$ cat config.mk
export PLATFORM = sky130hd
export DESIGN_NAME = smwr_top
export DESIGN_NICKNAME = d
export VERILOG_FILES = /design/src/core/smwr_pkg.sv /design/src/core/smwr_sync_if.sv /design/src/core/smwr_sync.sv /design/src/core/smwr_top.sv
export VERILOG_INCLUDE_DIRS = /design/src /design/src/core
export SDC_FILE = /design/constraint.sdc
export NUM_CORES = 1
export LEC_CHECK = 0
export BUFFER_PORTS_ARGS = -buffer_cell sky130_fd_sc_hd__buf_2
export CELL_PAD_IN_SITES_DETAIL_PLACEMENT = 1
export CELL_PAD_IN_SITES_GLOBAL_PLACEMENT = 1
export CORE_MARGIN = 5
export CORE_UTILIZATION = 35
export CTS_CLUSTER_DIAMETER = 60
export DETAILED_ROUTE_END_ITERATION = 8
export HOLD_SLACK_MARGIN = 0.15
export PLACE_DENSITY_LB_ADDON = 0.1
export SLEW_MARGIN = 20
export SYNTH_ARGS = -nofsm -noshare
export SYNTH_HDL_FRONTEND = slang
export SYNTH_SLANG_ARGS = --single-unit
export TNS_END_PERCENT = 50
$ cat constraint.sdc
create_clock -name i_clk -period 3.3 [get_ports i_clk]
set_clock_uncertainty 0.2 [all_clocks]
set_input_delay 0 -clock i_clk [delete_from_list [all_inputs] [get_ports i_clk]]
set_output_delay 0 -clock i_clk [all_outputs]
set_load 0.01 [all_outputs]
$ cat src/core/smwr_defines.svh
// constants for the halt wake recovery block
`ifndef SMWR_DEFINES_SVH
`define SMWR_DEFINES_SVH
`define SMWR_SUBREG_WAKE_EN 8'h05
`define SMWR_WAKE_EN_RESET 8'h00
`define SMWR_RECOV_DELAY_NS 2000
`define SMWR_CLK_PERIOD_NS 25
`define SMWR_RECOV_CYCLES ((`SMWR_RECOV_DELAY_NS + `SMWR_CLK_PERIOD_NS - 1) / `SMWR_CLK_PERIOD_NS)
`define SMWR_CNT_W 8
`endif

$ cat src/core/smwr_pkg.sv
// types for the halt wake recovery block
package smwr_pkg;
  typedef enum logic [1:0] {
    SMWR_RUN,
    SMWR_HALT,
    SMWR_RECOVER
  } smwr_state_t;
endpackage

$ cat src/core/smwr_sync_if.sv
// carrier for synchronised pin levels between sync stage and main logic
`timescale 1ns/10ps
`default_nettype none
interface smwr_sync_if;
  logic [7:0] port_lvl;
  logic [7:0] port_chg;
  logic rst_lvl;
  logic dbg_lvl;
  modport src (output port_lvl, output port_chg, output rst_lvl, output dbg_lvl);
  modport dst (input port_lvl, input port_chg, input rst_lvl, input dbg_lvl);
endinterface
`default_nettype wire

$ cat src/core/smwr_sync.sv
// three-stage pin synchroniser with change detect
`timescale 1ns/10ps
`default_nettype none
module smwr_sync (
  // clock and reset
  input wire logic i_clk,
  input wire logic i_rst_n,
  // raw pins
  input wire logic [7:0] i_port,
  input wire logic i_rst_pin_n,
  input wire logic i_dbg_pin,
  // synchronised levels
  smwr_sync_if.src o_sync
);
  // ---------------------------------------------------------------
  // three sync flops and a level flop per pin; stage one is read only by stage two
  // ---------------------------------------------------------------
  logic [9:0] s1_r, s2_r, s3_r, lvl_r;
  logic [9:0] s1_nxt, s2_nxt, s3_nxt, lvl_nxt, chg;
  // a change counts once stages two and three agree on a new level
  always_comb begin
    s1_nxt = {i_dbg_pin, i_rst_pin_n, i_port};
    s2_nxt = s1_r;
    s3_nxt = s2_r;
    lvl_nxt = lvl_r;
    chg = '0;
    for (int k = 0; k < 10; k++) begin
      if ((s2_r[k] == s3_r[k]) && (s3_r[k] != lvl_r[k])) begin
        lvl_nxt[k] = s3_r[k];
        chg[k] = 1'b1;
      end
    end
  end
  // pins idle high after reset (pull-ups)
  always_ff @(posedge i_clk or negedge i_rst_n) begin
    if (!i_rst_n) begin
      s1_r <= 10'h3FF;
      s2_r <= 10'h3FF;
      s3_r <= 10'h3FF;
      lvl_r <= 10'h3FF;
    end else begin
      s1_r <= s1_nxt;
      s2_r <= s2_nxt;
      s3_r <= s3_nxt;
      lvl_r <= lvl_nxt;
    end
  end
  assign o_sync.port_lvl = lvl_r[7:0];
  assign o_sync.port_chg = chg[7:0];
  assign o_sync.rst_lvl = lvl_r[8];
  assign o_sync.dbg_lvl = lvl_r[9];
endmodule // smwr_sync
`default_nettype wire

$ cat src/core/smwr_top.sv
// halt mode wake recovery: sources, reset cause flags, per-pin wake enables
// Operation
// - set halt-recovery flag after every recovery
// - watchdog expiry in halt: recover, set flags
// - watchdog interrupt serviced after recovery, if enabled
// - enabled pin edge either way starts recovery
// - reset pin in halt: full system reset
// - debug pin low in halt: system reset
// - input latch frozen; captures only persisting levels
// - short pulse wakes without latch or interrupt
// - eight enable bits, one per pin, reset zero
`timescale 1ns/10ps
`default_nettype none
`include "smwr_defines.svh"
module smwr_top import smwr_pkg::*; (
  // clock and reset
  input wire logic i_clk,
  input wire logic i_rst_n,
  // port register access: address register and control register
  input wire logic i_addr_wr,
  input wire logic i_ctl_wr,
  input wire logic [7:0] i_wdata,
  // core status
  input wire logic i_halt_req,
  input wire logic i_wdt_expire,
  input wire logic i_wdt_irq_mode,
  input wire logic i_irq_global_en,
  input wire logic i_flag_clr,
  // pins
  input wire logic [7:0] i_port,
  input wire logic i_rst_pin_n,
  input wire logic i_debug_pin,
  // outputs
  output logic [7:0] o_ctl_rdata,
  output logic [7:0] o_port_input_latch,
  output logic [7:0] o_pin_irq,
  output logic o_halted,
  output logic o_sys_reset,
  output logic o_wdt_irq,
  output logic o_halt_recovery_flag,
  output logic o_watchdog_cause_flag
);
  // ---------------------------------------------------------------
  // synchronised pins
  // ---------------------------------------------------------------
  smwr_sync_if sync_bus ();
  smwr_sync u_sync (
    .i_clk(i_clk),
    .i_rst_n(i_rst_n),
    .i_port(i_port),
    .i_rst_pin_n(i_rst_pin_n),
    .i_dbg_pin(i_debug_pin),
    .o_sync(sync_bus)
  );
  // ---------------------------------------------------------------
  // state
  // ---------------------------------------------------------------
  // recovery delay loaded on wake, counted down to one
  localparam logic [`SMWR_CNT_W-1:0] RECOV_CNT = `SMWR_CNT_W'(`SMWR_RECOV_CYCLES);
  // sequencer state
  smwr_state_t state_r, state_nxt;
  logic [`SMWR_CNT_W-1:0] cnt_r, cnt_nxt; // recovery delay counter
  // register access: the address register picks the subregister
  logic [7:0] subaddr_r, subaddr_nxt; // port address register
  // one enable bit per pin; a zero keeps that pin out of the wake detector
  logic [7:0] port_wake_source_enable_r, port_wake_source_enable_nxt;
  // port side results
  logic [7:0] latch_r, latch_nxt; // port input latch
  logic [7:0] irq_r, irq_nxt; // pin edge pulses
  // read data is registered, so it trails an address change by one cycle
  logic [7:0] rdata_r, rdata_nxt;
  // cause flags stay set until software clears them
  logic stop_flag_r, stop_flag_nxt; // halt-recovery cause flag
  logic wdt_flag_r, wdt_flag_nxt; // watchdog cause flag
  // the interrupt is held here until the block runs with interrupts enabled, then pulsed once
  logic wdt_pend_r, wdt_pend_nxt; // watchdog interrupt held over recovery
  logic wdt_irq_r, wdt_irq_nxt;
  // one-cycle request toward the system reset generator
  logic sysrst_r, sysrst_nxt;
  // halted covers recovery too: the core stays stopped until the delay ends
  logic halted_r, halted_nxt;
  // combined wake request from enabled pins
  logic pin_wake;
  // ---------------------------------------------------------------
  // next-state logic
  // ---------------------------------------------------------------
  always_comb begin
    // hold everything but the irq and reset pulses, which default to zero, unless a branch below says otherwise
    state_nxt = state_r;
    cnt_nxt = cnt_r;
    subaddr_nxt = subaddr_r;
    port_wake_source_enable_nxt = port_wake_source_enable_r;
    latch_nxt = latch_r;
    irq_nxt = 8'h00;
    stop_flag_nxt = stop_flag_r;
    wdt_flag_nxt = wdt_flag_r;
    wdt_pend_nxt = wdt_pend_r;
    wdt_irq_nxt = 1'b0;
    sysrst_nxt = 1'b0;
    // only enabled pins can wake; others are ignored
    pin_wake = |(sync_bus.port_chg & port_wake_source_enable_r);
    // address then control register access selects the subregister
    if (i_addr_wr) begin
      subaddr_nxt = i_wdata;
    end
    // a control write is decoded against the address held before this edge
    if (i_ctl_wr && (subaddr_r == `SMWR_SUBREG_WAKE_EN)) begin
      port_wake_source_enable_nxt = i_wdata;
    end
    // software clear first so that hardware set below wins
    if (i_flag_clr) begin
      stop_flag_nxt = 1'b0;
      wdt_flag_nxt = 1'b0;
    end
    case (state_r)
      SMWR_RUN: begin
        // latch follows pins and edges raise interrupts while running
        latch_nxt = sync_bus.port_lvl;
        irq_nxt = sync_bus.port_chg;
        // a halt request while halted or recovering is ignored
        if (i_halt_req) begin
          state_nxt = SMWR_HALT;
        end
      end
      SMWR_HALT: begin
        // latch frozen while halted; pulses never reach it
        // pin resets outrank the watchdog, the watchdog outranks pins
        // a reset pin event is not a recovery, so no cause flag is set
        if (!sync_bus.rst_lvl) begin
          sysrst_nxt = 1'b1;
          state_nxt = SMWR_RUN;
        end else if (!sync_bus.dbg_lvl) begin
          sysrst_nxt = 1'b1;
          state_nxt = SMWR_RUN;
        end else if (i_wdt_expire) begin
          wdt_flag_nxt = 1'b1;
          wdt_pend_nxt = i_wdt_irq_mode;
          state_nxt = SMWR_RECOVER;
          cnt_nxt = RECOV_CNT;
        end else if (pin_wake) begin
          state_nxt = SMWR_RECOVER;
          cnt_nxt = RECOV_CNT;
        end
      end
      SMWR_RECOVER: begin
        // pin changes during the delay are ignored; only the final level counts
        if (cnt_r > `SMWR_CNT_W'(1)) begin
          cnt_nxt = cnt_r - `SMWR_CNT_W'(1);
        end else begin
          // only a level still present now reaches the latch, no irq
          latch_nxt = sync_bus.port_lvl;
          stop_flag_nxt = 1'b1;
          // the core restarts on the next edge
          state_nxt = SMWR_RUN;
        end
      end
      default: begin
        // unused encoding falls back to running
        state_nxt = SMWR_RUN;
      end
    endcase
    // watchdog interrupt only after recovery and only if enabled
    // a held interrupt waits here while interrupts are off
    if (wdt_pend_r && (state_r == SMWR_RUN) && i_irq_global_en) begin
      wdt_irq_nxt = 1'b1;
      wdt_pend_nxt = 1'b0;
    end
    // follows the next state so it rises on the edge that takes the request
    halted_nxt = (state_nxt != SMWR_RUN);
    // any other subregister index reads as zero in this block
    rdata_nxt = (subaddr_r == `SMWR_SUBREG_WAKE_EN) ? port_wake_source_enable_r : 8'h00;
  end
  // ---------------------------------------------------------------
  // registers
  // ---------------------------------------------------------------
  // asynchronous reset loads constants only; the sync stage presets pins high
  always_ff @(posedge i_clk or negedge i_rst_n) begin
    if (!i_rst_n) begin
      // enables cleared so no pin can wake a freshly reset device
      state_r <= SMWR_RUN;
      cnt_r <= '0;
      subaddr_r <= 8'h00;
      port_wake_source_enable_r <= `SMWR_WAKE_EN_RESET;
      latch_r <= 8'h00;
      irq_r <= 8'h00;
      rdata_r <= 8'h00;
      stop_flag_r <= 1'b0;
      wdt_flag_r <= 1'b0;
      wdt_pend_r <= 1'b0;
      wdt_irq_r <= 1'b0;
      sysrst_r <= 1'b0;
      halted_r <= 1'b0;
    end else begin
      // every register loads its next value on every edge
      state_r <= state_nxt;
      cnt_r <= cnt_nxt;
      subaddr_r <= subaddr_nxt;
      port_wake_source_enable_r <= port_wake_source_enable_nxt;
      latch_r <= latch_nxt;
      irq_r <= irq_nxt;
      rdata_r <= rdata_nxt;
      stop_flag_r <= stop_flag_nxt;
      wdt_flag_r <= wdt_flag_nxt;
      wdt_pend_r <= wdt_pend_nxt;
      wdt_irq_r <= wdt_irq_nxt;
      sysrst_r <= sysrst_nxt;
      halted_r <= halted_nxt;
    end
  end
  // all outputs straight from flops
  // register read port
  assign o_ctl_rdata = rdata_r;
  // port side
  assign o_port_input_latch = latch_r;
  assign o_pin_irq = irq_r;
  // status toward the core
  assign o_halted = halted_r;
  assign o_sys_reset = sysrst_r;
  assign o_wdt_irq = wdt_irq_r;
  // cause flags
  assign o_halt_recovery_flag = stop_flag_r;
  assign o_watchdog_cause_flag = wdt_flag_r;
endmodule // smwr_top
`default_nettype wire

==> flow_summary.ini <==
[timing]
setup_viol = 0
setup_tns_ns = 0
rsz0062_at_grt = false
post-route-period-util = 0.808
finalHoldViolCount = 0
max_freq_mhz = 375
period_needed_ns = 2.67
tightestPinTransition_ns = 0.697
drv_slew = 0
slew_headroom = 0.535

[grt]
grt_overflow = 0
antenna_found_initial = 0
grt_pass1_vias = 2495
grt_max_degree = 53
grt_use_total = 0.137
grt_pass1_wl_um = 13200

[pwr]
max-vdd-ir-drop_mv = 0.290
p_leak_uw = 0.00220
power_density_nw_per_um2 = 482

[setup_path]
crit_required_ns = 3.35
worst-setup-path-type = flip-flop to flip-flop
r2r-end = port_wake_source_enable_r[2]$_DFFE_PN0P_
start_kind = flip-flop
reg2reg_depth = 5
worstSetupEndpointType = flip-flop
rrSetupSlack_ns = 0.63
reg2reg_from = subaddr_r[5]$_DFFE_PN0P_
crit_path_max_fanout = 8
arrival_ns = 2.72

[floorplanning]
num_io_pins = 56
rows = 36
start_util = 0.362
die_h_um = 111
die-area_um2 = 12300
placeableCoreArea_um2 = 9860
die_w_um = 111

[final_layout]
area_growth_pct = 31.5
fin_nets = 388
layout-drive-gt1-share = 0.387
final_common_cell = dfrtp_1
antenna_cells = 0
finalCoreUtilization = 0.476
final-instance-count-excl-fill = 497
final_cell_mix = dfrtp_1 (56), buf_2 (54), dlygate4sd3_1 (45), dfstp_2 (40), nor2_1 (22)

[clock_network]
clk_pin_slew_ns = 0.08
h-tree-depth = 3
cts_sinks = 96
clkLatencyLatePin_ns = 0.37
cts_made_buffers = 9
cts_tree = done
clk_path_buf_depth = 2
root_buffer = clkbuf_8
cts_resized = 0

[route]
wire_per_inst_um = 15.8
drt_iter0_drc = 40
dr.max_layer_used = met4
drt-pass1-iter-count = 4
wl_met2_um = 3600
wl_met3_um = 395
drc = 0
vias_per_cell = 4.60
ant_nets = 0
wl_met1_um = 3740
route.vias.total = 2284
wirelength_um = 7840

[synthesis]
synth_flop_cell = dfrtp_1
yosysTopAreaCell = dfrtp_1
syn-num-nets = 278
synth_edf_count = 0
synth_area_um2 = 3570
synth_area_leaders = dfrtp_1 (39%), dfstp_2 (29%), mux2_2 (5.0%)
yosysTopAreaCellShare = 0.393
async_flop_share = 1.00
synth-seq-cells = 96
synth_compound_area_frac = 0.0386
yosysWarnings = 0
muxShareOfSynthArea = 0.0842
synth_cell_types = 42
synthSimpleGateAreaFrac = 0.130
synth_cells = 249
synth_fa_ha_area_frac = 0.0351
synth_top_family_by_area = simple AND/OR/NAND/NOR gates
synth.avg_cell_area_um2 = 14.3
ys_seq_area_frac = 0.687
synthXorXnorAreaFrac = 0.00982

[placed_design]
gp_congestion = 0.725
io_buffer_count = 55
hpwl_um = 5040
dp.cells = 435

[min_path]
hp-class = flip-flop to flip-flop
holdPathStages = 0
hp-start = u_sync.s1_r[3]$_DFF_PN1_
min_to = u_sync.s2_r[3]$_DFF_PN1_

[outcome]
status = completed

[job]
max-cap-violations = 0
==> per-layer routing <==
| metal | vias to the layer above | global-route usage |
|---|---|---|
| met1 | 1144 | 0.180 |
| met5 | - | 0 |
| met3 | 8 | 0.0497 |
| met4 | 0 | 0.0443 |
| li1 | 1086 | - |
| met2 | 46 | 0.213 |
==> state kept, by name, summed over array words and instances, names as in the netlist <==
| name | cells |
|---|---|
| u_sync.lvl_r | 10 |
| u_sync.s1_r | 10 |
| u_sync.s2_r | 10 |
| u_sync.s3_r | 10 |
| cnt_r | 8 |
| o_ctl_rdata | 8 |
| o_pin_irq | 8 |
| o_port_input_latch | 8 |
| port_wake_source_enable_r | 8 |
| subaddr_r | 8 |
| state_r | 2 |
| o_halt_recovery_flag | 1 |
| o_halted | 1 |
| o_sys_reset | 1 |
| o_watchdog_cause_flag | 1 |
| o_wdt_irq | 1 |
| wdt_pend_r | 1 |
==> critical path: stages (launching register included) <==
cell and delay, ns:
dfrtp_1 0.39, or4_1 0.53, nor2_1 0.18, nand2_1 0.33
mux2_2 0.38, dlygate4sd3_1 0.55
==> final cells by class <==
| cell class | instances | area (um^2) |
|---|---|---|
| Inverter | 6 | 22.5 |
| Sequential cell | 96 | 2450 |
| Clock inverter | 5 | 81.3 |
| Timing Repair Buffer | 103 | 776 |
| Fill cell | 1024 | 5170 |
| Tap cell | 133 | 166 |
| Clock buffer | 11 | 131 |
| Multi-Input combinational cell | 143 | 1060 |
==> cell usage after synthesis (all sizes together), types with 2 or more instances <==
library cell and instances:
o22ai 2, and2 8, nor3b 6, nand3 5, dfstp 40, and3b 6
o21ai 9, nor4 2, ha 2, inv 6, nand2b 3, clkbuf 2
dfrtp 56, nand2 12, a21oi 5, nor2b 2, maj3 10, buf 2
or4 3, mux2 24, a21o 2, xor2 3, nor2 22, and4 2
==> how the worst max path moves through the flow <==
| stage | slack, ns | start | depth (start not counted) | endpoint |
|---|---|---|---|---|
| after CTS | 0.62 | subaddr_r[5]$_DFFE_PN0P_ | 5 | port_wake_source_enable_r[2]$_DFFE_PN0P_ |
| after detailed placement | 0.71 | cnt_r[4]$_DFFE_PN0P_ | 4 | o_port_input_latch[0]$_DFFE_PN0P_ |
| after global routing | 0.51 | subaddr_r[5]$_DFFE_PN0P_ | 5 | port_wake_source_enable_r[2]$_DFFE_PN0P_ |
| final | 0.63 | subaddr_r[5]$_DFFE_PN0P_ | 5 | port_wake_source_enable_r[2]$_DFFE_PN0P_ |
| after global placement | 0.76 | cnt_r[4]$_DFFE_PN0P_ | 4 | o_port_input_latch[0]$_DFFE_PN0P_ |
| after floorplan | 0.89 | cnt_r[4]$_DFFE_PN0P_ | 6 | o_port_input_latch[0]$_DFFE_PN0P_ |
==> power breakdown <==
group | leakage, uW | internal, uW | switching [uW]
clock | 0.000104 | 429 | 402
combinational | 0.000937 | 88.3 | 58.0
sequential | 0.00116 | 1250 | 36.4
==> metrics by stage <==
step | hold WS [ns] | setup WS, ns | power (uW) | instance area [um^2]
after floorplan | -0.496 | 0.893 | 1350 | 3570
after global placement | -0.151 | 0.755 | 1410 | 4010
after detailed placement | -0.152 | 0.713 | 1410 | 4010
after CTS | 0.161 | 0.617 | 2310 | 4690
after global routing | 0.163 | 0.510 | 2370 | 4690
final | 0.160 | 0.633 | 2260 | 4690
==> repair_timing <==
item	4_1_cts	5_1_grt
setup buffers	0	0
hold endpoints to repair	108	0
hold buffers	46	0
==> logic make-up (layout without fill, tap and decap cells) <==
group | Yosys count | count (layout)
AO/OA/AOI/OAI | 23 | 23
XOR/XNOR | 4 | 4
adder cells (fa/ha/maj) | 12 | 12
buffers and inverters | 10 | 125
flip-flops | 96 | 96
multiplexers | 24 | 24
AND/OR/NAND/NOR | 80 | 80
Note: power is estimated with default switching activity, not from simulation.
